### src/escs_pkg.sv
// constants for the expandable serial crc slice: rom contents, widths, pin sync layout
// assumes a single 200 MHz clock; all slice pins arrive asynchronous to it
package escs_pkg;

  localparam int unsigned REG_W = 16;
  localparam int unsigned SEL_W = 4;
  localparam int unsigned MASK_W = 4;
  localparam int unsigned GROUP_W = 4;

  // clock rate the pin sampling runs at
  localparam int unsigned CLK_MHZ = 200;

  // select codes
  localparam logic [3:0] SEL_NULL = 4'h0;
  localparam logic [3:0] SEL_P48_LO = 4'h1;
  localparam logic [3:0] SEL_P56_B2 = 4'h2;
  localparam logic [3:0] SEL_P56_HI = 4'h3;
  localparam logic [3:0] SEL_P56_B1 = 4'h4;
  localparam logic [3:0] SEL_P48_HI = 4'h5;
  localparam logic [3:0] SEL_P32_HI = 4'h6;
  localparam logic [3:0] SEL_CRC16 = 4'h7;
  localparam logic [3:0] SEL_P56_LO = 4'h8;
  localparam logic [3:0] SEL_P48_MID = 4'h9;
  localparam logic [3:0] SEL_P32_LO = 4'ha;
  localparam logic [3:0] SEL_CCITT = 4'hb;
  localparam logic [3:0] SEL_ETH_HI = 4'hc;
  localparam logic [3:0] SEL_ETH_LO = 4'hd;
  localparam logic [3:0] SEL_RES_HI = 4'he;
  localparam logic [3:0] SEL_RES_LO = 4'hf;

  // feedback taps per select code, bit k gets msb feedback xored in
  localparam logic [15:0] TAPS_NULL = 16'h0000;
  localparam logic [15:0] TAPS_P48_LO = 16'ha105;
  localparam logic [15:0] TAPS_P56_B2 = 16'hf080;
  localparam logic [15:0] TAPS_P56_HI = 16'h8222;
  localparam logic [15:0] TAPS_P56_B1 = 16'h4bca;
  localparam logic [15:0] TAPS_P48_HI = 16'h0018;
  localparam logic [15:0] TAPS_P32_HI = 16'h00a0;
  localparam logic [15:0] TAPS_CRC16 = 16'h8005;
  localparam logic [15:0] TAPS_P56_LO = 16'h2300;
  localparam logic [15:0] TAPS_P48_MID = 16'h00a0;
  localparam logic [15:0] TAPS_P32_LO = 16'h0805;
  localparam logic [15:0] TAPS_CCITT = 16'h1021;
  localparam logic [15:0] TAPS_ETH_HI = 16'h04c1;
  localparam logic [15:0] TAPS_ETH_LO = 16'h1db7;
  localparam logic [15:0] TAPS_RES_HI = 16'h8e09;
  localparam logic [15:0] TAPS_RES_LO = 16'hbaf7;

  // preset masks: mask bit 3 covers register bits 3:0, mask bit 0 covers bits 15:12
  localparam logic [3:0] MASK_ALL = 4'hf;
  localparam logic [3:0] MASK_NONE = 4'h0;
  localparam logic [3:0] MASK_P56_LO = 4'h3;

  // reset value of the crc register
  localparam logic [15:0] CRC_RST = 16'h0000;

  // pin sync vector layout
  localparam int unsigned SYNC_W = 12;
  localparam int unsigned PIN_CP = 0;
  localparam int unsigned PIN_DATA = 1;
  localparam int unsigned PIN_GEN = 2;
  localparam int unsigned PIN_SEL = 3;
  localparam int unsigned PIN_CASC = 7;
  localparam int unsigned PIN_FB = 8;
  localparam int unsigned PIN_CLR = 9;
  localparam int unsigned PIN_SET_N = 10;
  localparam int unsigned PIN_FAULT_N = 11;
  localparam logic [11:0] SYNC_RST = 12'hc00;

endpackage : escs_pkg

### src/escs_rom.sv
// polynomial rom of the crc slice: select code to taps, preset mask and control bits
// assumes a select code that is already synchronised to clk_i
`timescale 1ns/1ps
`default_nettype none

module escs_rom (
  input wire logic [3:0] sel_i,
  output logic [15:0] taps_o,
  output logic [3:0] mask_o,
  output logic invert_o,
  output logic lsb_fb_o
);

  always_comb begin
    taps_o = escs_pkg::TAPS_NULL;
    mask_o = escs_pkg::MASK_ALL;
    invert_o = 1'b0;
    lsb_fb_o = 1'b0;
    unique case (sel_i)
      escs_pkg::SEL_NULL: begin
        mask_o = escs_pkg::MASK_NONE;
      end
      escs_pkg::SEL_P48_LO: taps_o = escs_pkg::TAPS_P48_LO;
      escs_pkg::SEL_P56_B2: taps_o = escs_pkg::TAPS_P56_B2;
      escs_pkg::SEL_P56_HI: taps_o = escs_pkg::TAPS_P56_HI;
      escs_pkg::SEL_P56_B1: taps_o = escs_pkg::TAPS_P56_B1;
      escs_pkg::SEL_P48_HI: taps_o = escs_pkg::TAPS_P48_HI;
      escs_pkg::SEL_P32_HI: taps_o = escs_pkg::TAPS_P32_HI;
      escs_pkg::SEL_CRC16: taps_o = escs_pkg::TAPS_CRC16;
      escs_pkg::SEL_P56_LO: begin
        taps_o = escs_pkg::TAPS_P56_LO;
        mask_o = escs_pkg::MASK_P56_LO;
      end
      escs_pkg::SEL_P48_MID: taps_o = escs_pkg::TAPS_P48_MID;
      escs_pkg::SEL_P32_LO: taps_o = escs_pkg::TAPS_P32_LO;
      escs_pkg::SEL_CCITT: taps_o = escs_pkg::TAPS_CCITT;
      escs_pkg::SEL_ETH_HI: begin
        taps_o = escs_pkg::TAPS_ETH_HI;
        invert_o = 1'b1;
      end
      escs_pkg::SEL_ETH_LO: begin
        taps_o = escs_pkg::TAPS_ETH_LO;
        invert_o = 1'b1;
      end
      escs_pkg::SEL_RES_HI: begin
        taps_o = escs_pkg::TAPS_RES_HI;
        mask_o = escs_pkg::MASK_NONE;
      end
      escs_pkg::SEL_RES_LO: begin
        taps_o = escs_pkg::TAPS_RES_LO;
        mask_o = escs_pkg::MASK_NONE;
        lsb_fb_o = 1'b1;
      end
    endcase
  end

endmodule : escs_rom

`default_nettype wire

### src/escs_slice.sv
// cascadable 16-bit serial crc generator and checker slice
// assumes slice pins are asynchronous: each passes two flip-flops; the serial clock pin
// must stay high and low for at least four clk_i cycles each
`timescale 1ns/1ps
`default_nettype none

module escs_slice (
  input wire logic clk_i,
  input wire logic nrst_i,
  input wire logic serial_clk_i,
  input wire logic data_i,
  input wire logic check_word_generate_i,
  input wire logic [3:0] poly_select_i,
  input wire logic cascade_in_i,
  input wire logic feedback_in_i,
  input wire logic clear_in_i,
  input wire logic set_in_n_i,
  input wire logic crc_fault_n_i,
  output logic crc_fault_n_o,
  output logic crc_fault_oe_n_o,
  output logic wired_ok_o,
  output logic serial_out_o,
  output logic msb_out_o,
  output logic [15:0] crc_state_o
);

  // pin synchronisers
  logic [escs_pkg::SYNC_W-1:0] pins_raw;
  logic [escs_pkg::SYNC_W-1:0] sync1_ff;
  logic [escs_pkg::SYNC_W-1:0] sync2_ff;

  // synchronised pin levels
  logic cp_s;
  logic data_s;
  logic gen_s;
  logic [3:0] sel_s;
  logic casc_s;
  logic fb_s;
  logic clr_s;
  logic set_n_s;
  logic fault_n_s;

  // edge detect of the serial clock
  logic cp_d_ff;
  logic shift_en;

  // rom outputs
  logic [15:0] taps;
  logic [3:0] mask;
  logic invert;
  logic lsb_fb;

  // crc datapath
  logic [15:0] crc_ff;
  logic [15:0] nxt_crc;
  logic [15:0] shifted;
  logic [15:0] preset_val;
  logic feedback;
  logic lsb_in;

  // outputs
  logic fault_oe_n_ff;
  logic nxt_fault_oe_n;
  logic serial_out_ff;
  logic nxt_serial_out;
  logic wired_ok_ff;

  assign pins_raw = {crc_fault_n_i, set_in_n_i, clear_in_i, feedback_in_i, cascade_in_i,
                     poly_select_i, check_word_generate_i, data_i, serial_clk_i};

  // two-stage sync of every slice pin
  always_ff @(posedge clk_i) begin
    if (!nrst_i) begin
      sync1_ff <= escs_pkg::SYNC_RST;
      sync2_ff <= escs_pkg::SYNC_RST;
    end else begin
      sync1_ff <= pins_raw;
      sync2_ff <= sync1_ff;
    end
  end

  assign cp_s = sync2_ff[escs_pkg::PIN_CP];
  assign data_s = sync2_ff[escs_pkg::PIN_DATA];
  assign gen_s = sync2_ff[escs_pkg::PIN_GEN];
  assign sel_s = sync2_ff[escs_pkg::PIN_SEL +: escs_pkg::SEL_W];
  assign casc_s = sync2_ff[escs_pkg::PIN_CASC];
  assign fb_s = sync2_ff[escs_pkg::PIN_FB];
  assign clr_s = sync2_ff[escs_pkg::PIN_CLR];
  assign set_n_s = sync2_ff[escs_pkg::PIN_SET_N];
  assign fault_n_s = sync2_ff[escs_pkg::PIN_FAULT_N];

  // rising edge of the serial clock; starts high, but a clock parked high still gives one rise, as the sync stages reset the clock bit low
  always_ff @(posedge clk_i) begin
    if (!nrst_i) begin
      cp_d_ff <= 1'b1;
    end else begin
      cp_d_ff <= cp_s;
    end
  end

  assign shift_en = cp_s & ~cp_d_ff;

  // polynomial rom
  escs_rom u_rom (
    .sel_i(sel_s),
    .taps_o(taps),
    .mask_o(mask),
    .invert_o(invert),
    .lsb_fb_o(lsb_fb)
  );

  // feedback: data against the chain msb, inhibited while the check word is shifted out
  assign feedback = gen_s & (data_s ^ fb_s);
  // lsb source: cascade from the slice below, or feedback on the SEL_RES_LO location only
  assign lsb_in = lsb_fb ? fb_s : casc_s;

  // per-bit shift with rom taps and per-group preset pattern
  genvar gi;
  generate
    for (gi = 0; gi < escs_pkg::REG_W; gi++) begin : g_bit
      if (gi == 0) begin : g_lsb
        assign shifted[gi] = lsb_in ^ (taps[gi] & feedback);
      end else begin : g_upper
        assign shifted[gi] = crc_ff[gi-1] ^ (taps[gi] & feedback);
      end
      // mask bit 3 covers bits 3:0 down to mask bit 0 covering bits 15:12
      assign preset_val[gi] = mask[escs_pkg::MASK_W-1-(gi/escs_pkg::GROUP_W)];
    end
  endgenerate

  // next register value: clear wins over preset, preset over shift
  always_comb begin
    nxt_crc = crc_ff;
    if (clr_s) begin
      nxt_crc = escs_pkg::CRC_RST;
    end else if (!set_n_s) begin
      nxt_crc = preset_val;
    end else if (shift_en) begin
      nxt_crc = shifted;
    end
  end

  // crc register
  always_ff @(posedge clk_i) begin
    if (!nrst_i) begin
      crc_ff <= escs_pkg::CRC_RST;
    end else begin
      crc_ff <= nxt_crc;
    end
  end

  // fault pin released only when the register will be all zero
  assign nxt_fault_oe_n = (nxt_crc == escs_pkg::CRC_RST);

  always_ff @(posedge clk_i) begin
    if (!nrst_i) begin
      fault_oe_n_ff <= 1'b1;
    end else begin
      fault_oe_n_ff <= nxt_fault_oe_n;
    end
  end

  // serial output: data while generating, then the check word msb first
  always_comb begin
    if (gen_s) begin
      nxt_serial_out = data_s;
    end else begin
      nxt_serial_out = crc_ff[escs_pkg::REG_W-1] ^ invert;
    end
  end

  always_ff @(posedge clk_i) begin
    if (!nrst_i) begin
      serial_out_ff <= 1'b0;
    end else begin
      serial_out_ff <= nxt_serial_out;
    end
  end

  // level seen on the shared fault wire
  always_ff @(posedge clk_i) begin
    if (!nrst_i) begin
      wired_ok_ff <= 1'b0;
    end else begin
      wired_ok_ff <= fault_n_s;
    end
  end

  assign crc_fault_n_o = 1'b0;
  assign crc_fault_oe_n_o = fault_oe_n_ff;
  assign wired_ok_o = wired_ok_ff;
  assign serial_out_o = serial_out_ff;
  assign msb_out_o = crc_ff[escs_pkg::REG_W-1];
  assign crc_state_o = crc_ff;

endmodule : escs_slice

`default_nettype wire

### config.mk
export PLATFORM = sky130hd
export DESIGN_NAME = escs_slice
export DESIGN_NICKNAME = d
export VERILOG_FILES = /design/src/escs_pkg.sv /design/src/escs_rom.sv /design/src/escs_slice.sv
export SDC_FILE = /design/constraint.sdc
export NUM_CORES = 1
export LEC_CHECK = 0
export ABC_AREA = 1
export BUFFER_PORTS_ARGS = -buffer_cell sky130_fd_sc_hd__buf_2
export CORE_MARGIN = 2
export CORE_UTILIZATION = 40
export CTS_BUF_LIST = sky130_fd_sc_hd__clkbuf_2 sky130_fd_sc_hd__clkbuf_4 sky130_fd_sc_hd__clkbuf_8
export CTS_CLUSTER_SIZE = 12
export DETAILED_ROUTE_END_ITERATION = 6
export GPL_ROUTABILITY_DRIVEN = 0
export HOLD_SLACK_MARGIN = 0.02
export MAX_ROUTING_LAYER = met4
export PLACE_DENSITY = 0.68
export SLEW_MARGIN = 25
export SYNTH_ARGS = -nofsm -noshare
export SYNTH_HDL_FRONTEND = slang
export SYNTH_HIERARCHICAL = 1
export SYNTH_SLANG_ARGS = --single-unit
export TNS_END_PERCENT = 5
### constraint.sdc
create_clock -name clk_i -period 2.8 [get_ports clk_i]
set_input_delay 0.28 -clock clk_i [delete_from_list [all_inputs] [get_ports clk_i]]
set_output_delay 0.28 -clock clk_i [all_outputs]
set_load 0.005 [all_outputs]
==> flow_summary.yaml, run 1 <==
run_status:
  status: "finished, final reports clean"
synthesis:
  yosysWarnings: 6
  syn_nets: 381
  ys_types: 23
  synth.avg_cell_area_um2: 6.280
  synth_cells: 367
  ys_seq_area_frac: 0.3822
  yosys_register_bits: 44
  synthesis.area_um2: 2305
pwr:
  internal_power_mw: 1.012
  p_leak_nw: 1.465
  power_mw: 1.371
  p_sw_frac: 0.2618
  power.share.sequential: 0.498
  clock_power_share: 0.379
  power_density_nw_per_um2: 532.4
  power.switching_mw: 0.3589
  p_comb_frac: 0.123
  ir_worst_vdd_v: 0.0003152
floorplanning:
  ios: 35
  core-area_um2: 5540
  die_h_um: 79.91
  design.die.area_um2: 6385
  chipWidth_um: 79.91
  fp-row-count: 27
  start_util: 0.4160
finish:
  num_antenna_cells: 0
  final_core_utilization: 0.4648
  fin_cells: 465
  final_area_um2: 2575
  layout.nets: 406
  layout-drive-gt1-share: 0.1578
  final_common_cell: "nand2_1"
  area_growth_pct: 11.73
  final_cell_mix: "nand2_1, inv_1, nor2_1"
routing:
  post_drt_via_cell_ratio: 4.729
  antenna_left: 0
  wirelength_mm: 4.986
  drc: 0
  detail_route.first_pass.iterations: 4
  vias: 2199
  initialDrtViolationCount: 227
  routedWlPerCell_um: 10.72
sta:
  grt_setup_unrepaired: "no"
  finalCriticalPeriod_ps: 1976
  fin_skew_ps: 9.583
  slew_headroom: 0.5544
  hold_violations: 0
  setup_viol: 0
  setup_ws_ps: 824.2
  holdWs_ps: 162.8
  fin_tns_setup_ps: 0
  tightestPinTransition_ps: 666.9
  period_share: 0.7056
  clock.fmax_ghz: 0.5061
  slew_viol_final: 0
critical_path:
  end_kind: "register"
  cp_max_fo: 7
  crit_path_start: "sync2_ff[6]$_SDFF_PN0_"
  required_ps: 2990
  path_class: "register to register"
  r2r_cells: 14
  start_kind: "register"
  rr_startpoint: "sync2_ff[6]$_SDFF_PN0_"
  arrival_ps: 2160
min_path:
  hold_path.startpoint: "poly_select_i[1]"
  hold_depth: 3
  hp-class: "input port to register"
global_route:
  first_global_vias: 1961
  grt_pass1_wl_mm: 8.480
  grt_max_degree: 32
  overflow: 0
  grt.total_usage: 0.1732
  antenna_found_initial: 0
clock_network:
  cts_tree: "done"
  numCtsBuffers: 5
  cts_root_buf: "clkbuf_8"
  clk_pin_slew_worst_paths_ps: 90
  clock_latency_ps: 300
  holdBufCountCts: 0
  cts.sinks: 44
  htree_levels: 2
  post-cts-setup-buffer-count: 0
  cts_max_path_buffers: 2
  postCtsResizedCells: 0
flow_run:
  cap_viol_max_count: 0
place:
  placed_cells: 457
  portBuffers: 33
  placed_area_um2: 2454
  dp_slack_ps: 836.0
  hpwl_mm: 3.641
==> path summary, 6_finish.rpt <==
path	to	slack, ps
setup / recovery	crc_fault_oe_n_o$_SDFF_PN1_	820
hold / removal	sync1_ff[4]$_SDFF_PN0_	160
hold reg to reg	sync2_ff[3]$_SDFF_PN0_	400
setup reg to reg	crc_fault_oe_n_o$_SDFF_PN1_	820
==> layer usage <==
| layer | share of wire | GRT usage |
|---|---|---|
| met5 | 0 | - |
| met1 | 0.46 | 0.2079 |
| met3 | 0.057 | 0.03733 |
| met2 | 0.46 | 0.2858 |
| met4 | 0.017 | 0.06271 |
==> Yosys cell counts, drive strengths merged <==
cell    instances  area (um2)
a21oi          19       98.85
nand3          38       215.2
nor2           51       211.5
dfxtp          44       880.8
nand4           1       6.260
nand2         121       461.7
clkbuf          5       18.77
buf            10       87.58
conb            1       3.750
o211ai          1       7.510
or2             4       25.02
inv            61       229.0
o21ai          10       50.05
xor2            1       8.760
==> power groups by stage <==
stage | clock network [mW] | logic, mW | registers [mW]
4_1_cts | 0.534 | 0.168 | 0.682
3_5_place_dp | 0 | 0.168 | 0.697
2_1_floorplan | 0 | 0.127 | 0.692
3_3_place_gp | 0 | 0.164 | 0.696
5_1_grt | 0.563 | 0.197 | 0.687
6_report | 0.520 | 0.168 | 0.682
==> worst max-delay path, stage by stage (launching register included) <==
cell and delay [ps]:
dfxtp_1 380, nand2_1 220, inv_1 100, nand2_1 110, o21ai_0 120, nor2_1 170
nor2_1 60, nor2_1 260, nand2_1 140, nand2_1 80, inv_1 40, nand2_1 50
nor2_1 50, nand2_1 50, nand2_1 40
==> sequential cells by signal, indices dropped and copies added, names as in the netlist <==
signal and flops:
crc_state_o 16, serial_out_o 1, cp_d_ff 1, sync2_ff 12
sync1_ff 12, crc_fault_oe_n_o 1, wired_ok_o 1
==> logic make-up (layout without fill, tap and decap cells) <==
family,count (synthesis),count (layout),synth area share
compound gates,30,30,0.06787
xor+xnor,1,1,0.003801
buf+inv,76,102,0.1455
flops,44,44,0.3822
other cells,1,1,0.001627
simple gates,215,215,0.3990
==> area by class of cell <==
| type | count | area (um2) |
|---|---|---|
| tap | 72 | 90.09 |
| timing repair buffer | 33 | 165.2 |
| inverter | 61 | 229.0 |
| clock buffer | 6 | 82.58 |
| sequential | 44 | 880.8 |
| multi-input combinational | 247 | 1089 |
| fill | 595 | 2965 |
| clock inverter | 2 | 38.79 |
No activity file was read; power rests on OpenSTA's default activity.
==> run 2: changes to the inputs <==
Clock period 2.8 ns to 1.99 ns, I/O delays scaled along.
==> flow_summary.yaml, run 2 (synthesized netlist as in run 1, its figures left out) <==
floorplanning:
  start_util: 0.4160
  design.die.area_um2: 6385
  die_h_um: 79.91
  chipWidth_um: 79.91
  ios: 35
  fp-row-count: 27
  core-area_um2: 5540
place:
  hpwl_mm: 3.641
  portBuffers: 33
  placed_area_um2: 2504
clock_network:
  numCtsBuffers: 5
  clk_pin_slew_worst_paths_ps: 90
  post-cts-setup-buffer-count: 0
  cts_max_path_buffers: 2
  cts_tree: "done"
  cts_root_buf: "clkbuf_8"
  htree_levels: 2
  holdBufCountCts: 0
  clock_latency_ps: 300
  cts.sinks: 44
  postCtsResizedCells: 0
pwr:
  power.share.sequential: 0.542
  p_sw_frac: 0.2845
  clock_power_share: 0.321
  power.switching_mw: 0.5044
  power_density_nw_per_um2: 678.9
  ir_worst_vdd_v: 0.0004591
  internal_power_mw: 1.268
  p_leak_nw: 1.474
  p_comb_frac: 0.137
critical_path:
  r2r_cells: 14
  arrival_ps: 1990
  slowest_stage: "dfxtp_2"
  end_kind: "register"
  start_kind: "register"
  critical_path.max_stage_delay_ps: 370
  required_ps: 2230
  path_depth: 14
  cp_common_cell: "nand2_1"
  crit_chain: "inv_2 > nand2_1 > o21ai_0 > inv_1 > nor2_1 > nor2_1 > buf_4 > nand2_1 > nand2_1 > inv_1 > nand2_1 > nor2_1 > nand2_1 > nand2_1"
  worstReg2RegEnd: "crc_fault_oe_n_o$_SDFF_PN1_"
  endpoint: "crc_fault_oe_n_o$_SDFF_PN1_"
  path_class: "register to register"
  cp_max_fo: 8
  path_buf_inv: 4
  crit_family: "simple AND/OR/NAND/NOR gates"
  crit_path_start: "sync2_ff[4]$_SDFF_PN0_"
  rr_startpoint: "sync2_ff[4]$_SDFF_PN0_"
  reg2reg_setup_slack_ps: 240
global_route:
  grt_max_degree: 32
  overflow: 0
  antenna_found_initial: 0
  grt.total_usage: 0.1791
  grt_pass1_wl_mm: 8.783
  first_global_vias: 1999
sta:
  period_share: 0.8802
  setup_viol: 0
  holdWs_ps: 73.11
  clock.fmax_ghz: 0.5709
  fin_skew_ps: 7.206
  slew_viol_final: 0
  fin_tns_setup_ps: 0
  hold_violations: 0
  slew_headroom: 0.5497
  tightestPinTransition_ps: 674.6
  finalCriticalPeriod_ps: 1752
  grt_setup_unrepaired: "no"
min_path:
  hp-class: "input port to register"
routing:
  routedWlPerCell_um: 10.69
  wirelength_mm: 5.022
  initialDrtViolationCount: 174
  vias: 2177
  antenna_left: 0
  post_drt_via_cell_ratio: 4.632
  drc: 0
  detail_route.first_pass.iterations: 4
finish:
  seq_area_um2: 885.9
  num-fill-cells: 590
  final_common_cell: "nand2_1"
  layout.nets: 411
  num_antenna_cells: 0
  final_cell_mix: "nand2_1, inv_1, nor2_1"
  multi_input_area_um2: 1099
  largest_reg_flops: 16
  layout-drive-gt1-share: 0.1834
  area_growth_pct: 13.30
  final_area_um2: 2611
flow_run:
  cap_viol_max_count: 0
run_status:
  status: "finished, final reports clean"
==> run 2: worst min-delay path by stage <==
stage,startpoint,end,slack (ps),depth (start not counted)
2_1_floorplan,poly_select_i[1],sync1_ff[4]$_SDFF_PN0_,290,2
3_3_place_gp,cascade_in_i,sync1_ff[7]$_SDFF_PN0_,380,3
3_5_place_dp,poly_select_i[3],sync1_ff[6]$_SDFF_PN0_,380,3
4_1_cts,poly_select_i[3],sync1_ff[6]$_SDFF_PN0_,70,3
5_1_grt,check_word_generate_i,sync1_ff[2]$_SDFF_PN0_,80,3
6_report,poly_select_i[3],sync1_ff[6]$_SDFF_PN0_,70,3
==> run 2: area by class of cell <==
class | count | area share
Clock buffer | 5 | 0.02635
Tap cell | 72 | 0.03450
Timing Repair Buffer | 38 | 0.08241
Clock inverter | 3 | 0.009104
Sequential cell | 44 | 0.3392
Inverter | 61 | 0.08769
Multi-Input combinational cell | 247 | 0.4207
==> run 2: per-layer routing <==
metal / share of wire / global-route usage / wire, um / up-vias
li1: - / - / - / 1158
met1: 0.48 / 0.2131 / 2394 / 945
met2: 0.46 / 0.3025 / 2296 / 64
met3: 0.048 / 0.03620 / 240 / 10
met4: 0.018 / 0.05932 / 91 / 0
met5: 0 / - / 0 / -
==> run 2: worst register-to-register path, stage by stage (launching register included) <==
cell	delay [ps]
dfxtp_2	370
inv_2	110
nand2_1	120
o21ai_0	250
inv_1	90
nor2_1	100
nor2_1	40
buf_4	150
nand2_1	100
nand2_1	60
inv_1	40
nand2_1	50
nor2_1	110
nand2_1	60
nand2_1	50
==> run 2: through the flow <==
stage	setup WS, ps	std cells	power [mW]	util
2_1_floorplan	303.6	367	1.153	-
6_report	238.4	470	1.773	0.4713
3_5_place_dp	116.6	462	1.221	0.4519
5_1_grt	18.37	470	1.881	0.4713
4_1_cts	101.2	470	1.789	0.4686
3_3_place_gp	125.8	462	1.218	0.4519
==> run 2: power groups by stage <==
stage | logic (mW) | registers (mW) | clock network, mW
finish | 0.243 | 0.961 | 0.569
detailed placement | 0.241 | 0.980 | 0
global placement | 0.239 | 0.979 | 0
CTS | 0.242 | 0.960 | 0.587
global route | 0.286 | 0.968 | 0.628
floorplan | 0.179 | 0.974 | 0
==> run 3: changes to the inputs <==
Settings changed: CAP_MARGIN set to 40, PLACE_DENSITY 0.68 to 0.69, SYNTH_HIERARCHICAL 1 to not set.
==> flow_summary.yaml, run 3 <==
synthesis:
  yosys_register_bits: 44
  synthesis.area_um2: 2242
  yosysWarnings: 0
  yosys.cell_count.top_type: "nand2_1"
  syn_nets: 368
  synth_cells: 354
  synth_area_leader_cell: "dfxtp_1"
  synth_edf_count: 0
  synth.avg_cell_area_um2: 6.334
  netlist.area_leader.share: 0.3929
  synth_commonest_cells: "nand2_1, inv_1, nor2_1, dfxtp_1, nand3_1"
  async_reset_ff_frac: 0
  ys_seq_area_frac: 0.3929
  ys_top_cells_by_area: "dfxtp_1, nand2_1, nand3_1"
  ys_types: 27
  synth_flop_cell: "dfxtp_1"
finish:
  final_cell_mix: "nand2_1, inv_1, nor2_1"
  layout.nets: 402
  layout-drive-gt1-share: 0.1748
  area_growth_pct: 15.40
  num-fill-cells: 574
  largest_reg_flops: 16
  final_core_utilization: 0.4728
  num_antenna_cells: 0
  final_common_cell: "nand2_1"
floorplanning:
  design.die.area_um2: 6220
  core-area_um2: 5473
  fp-row-count: 27
  start_util: 0.4097
  ios: 35
  chipWidth_um: 78.87
  die_h_um: 78.87
sta:
  period_share: 0.8979
  tightestPinTransition_ps: 631.1
  slew_headroom: 0.5788
  setup_viol: 0
  finalCriticalPeriod_ps: 1787
  fin_skew_ps: 10.83
  hold_violations: 0
  clock.fmax_ghz: 0.5597
  fin_tns_setup_ps: 0
  slew_viol_final: 0
critical_path:
  path_class: "register to register"
  slowest_stage: "dfxtp_1"
  end_kind: "register"
  r2r_cells: 12
  cp_max_fo: 8
  path_depth: 12
  reg2reg_setup_slack_ps: 200
  crit_chain: "nand2_2 > o21ai_0 > inv_1 > nand2_1 > nand3_1 > nand3_1 > nand2_1 > o21bai_1 > nand2_1 > nor2_1 > nand3_1 > nand2_1"
  path_buf_inv: 1
  cp_common_cell: "nand2_1"
  worstReg2RegEnd: "crc_fault_oe_n_o$_SDFF_PN1_"
  critical_path.max_stage_delay_ps: 470
  start_kind: "register"
  crit_family: "simple AND/OR/NAND/NOR gates"
  crit_path_start: "sync2_ff[3]$_SDFF_PN0_"
  required_ps: 2240
  rr_startpoint: "sync2_ff[3]$_SDFF_PN0_"
  arrival_ps: 2040
clock_network:
  cts.sinks: 44
  htree_levels: 2
  numCtsBuffers: 5
  holdBufCountCts: 0
  cts_root_buf: "clkbuf_8"
  postCtsResizedCells: 0
  clock_latency_ps: 310
  post-cts-setup-buffer-count: 0
  cts_tree: "done"
  clk_pin_slew_worst_paths_ps: 90
  cts_max_path_buffers: 2
global_route:
  grt.total_usage: 0.1894
  antenna_found_initial: 0
  overflow: 0
  grt_pass1_wl_mm: 9.170
  grt_max_degree: 24
  first_global_vias: 2144
pwr:
  ir_worst_vdd_v: 0.0005239
  power_density_nw_per_um2: 692.9
  p_leak_nw: 1.434
min_path:
  hold_path.startpoint: "poly_select_i[0]"
  hold_depth: 3
  hp-class: "input port to register"
  hold_end: "sync1_ff[3]$_SDFF_PN0_"
routing:
  detail_route.first_pass.iterations: 4
  vias: 2218
  wirelength_mm: 5.160
  post_drt_via_cell_ratio: 4.811
  routedWlPerCell_um: 11.19
  initialDrtViolationCount: 213
  antenna_left: 0
  drc: 0
flow_run:
  cap_viol_max_count: 0
run_status:
  status: "finished, final reports clean"
place:
  portBuffers: 33
  hpwl_mm: 3.885
[run 3: changes by cell type in the layout (fill, tap and decap cells not counted), moves of 2 or more]
cell and change:
nand3_1 +2, o21ai_0 +6, nand3_2 -4, o21a_1 +2, o21ai_1 -2, o21bai_1 +2
inv_1 -11, buf_4 +3, nor2_4 -2, a21oi_1 +7, inv_6 +2, nand2_1 -11
clkinv_1 +2
[run 3: area by class of cell]
type,instances,area (um2),share of cell area
Multi-Input combinational cell,246,1110,0.4289
Sequential cell,44,884.6,0.3419
Timing Repair Buffer,40,217.7,0.08414
Inverter,51,191.4,0.07398
Tap cell,72,90.09,0.03482
Clock buffer,5,68.82,0.02660
Clock inverter,3,25.02,0.009671
[run 3: per-stage QoR]
step	area [um2]	setup WS [ps]	hold WS [ps]	total power, mW	std cells
2_1_floorplan	2242	460.6	292.5	1.141	354
3_3_place_gp	2477	111.6	379.9	1.216	453
3_5_place_dp	2477	109.3	382.4	1.220	453
4_1_cts	2571	91.86	59.84	1.805	461
5_1_grt	2587	-105.7	66.19	1.890	461
6_report	2587	203.2	66.64	1.793	461
[run 3: layer usage]
layer / vias to the layer above / routed length [um] / GRT usage
li1: 1153 / - / -
met1: 996 / 2334 / 0.2199
met2: 58 / 2507 / 0.3231
met3: 11 / 229 / 0.03864
met4: 0 / 89 / 0.07414
met5: - / 0 / -
[run 3: worst min-delay path: cells and delay by family]
family | cells | cell delay, ps
buffers and inverters | 2 | 110
AND/OR/NAND/NOR | 1 | 40
[run 3: cell families (layout without fill, tap and decap cells)]
| group | Yosys count | in the layout | synth area share |
|---|---|---|---|
| simple gates | 200 | 200 | 0.3795 |
| buf+inv | 64 | 99 | 0.1177 |
| compound gates | 44 | 44 | 0.1043 |
| flops | 44 | 44 | 0.3929 |
| other cells | 1 | 1 | 0.001673 |
| xor+xnor | 1 | 1 | 0.003907 |
[run 3: worst max-delay path by stage]
stage,end
2_1_floorplan,crc_fault_oe_n_o$_SDFF_PN1_
6_report,crc_fault_oe_n_o$_SDFF_PN1_
3_5_place_dp,crc_fault_oe_n_o$_SDFF_PN1_
4_1_cts,crc_fault_oe_n_o$_SDFF_PN1_
5_1_grt,crc_fault_oe_n_o$_SDFF_PN1_
3_3_place_gp,crc_fault_oe_n_o$_SDFF_PN1_
[run 3: power by group]
| part | internal [mW] | total [mW] | switching (mW) |
|---|---|---|---|
| clock network | 0.256 | 0.589 | 0.333 |
| logic | 0.0958 | 0.245 | 0.150 |
| registers | 0.925 | 0.958 | 0.0330 |
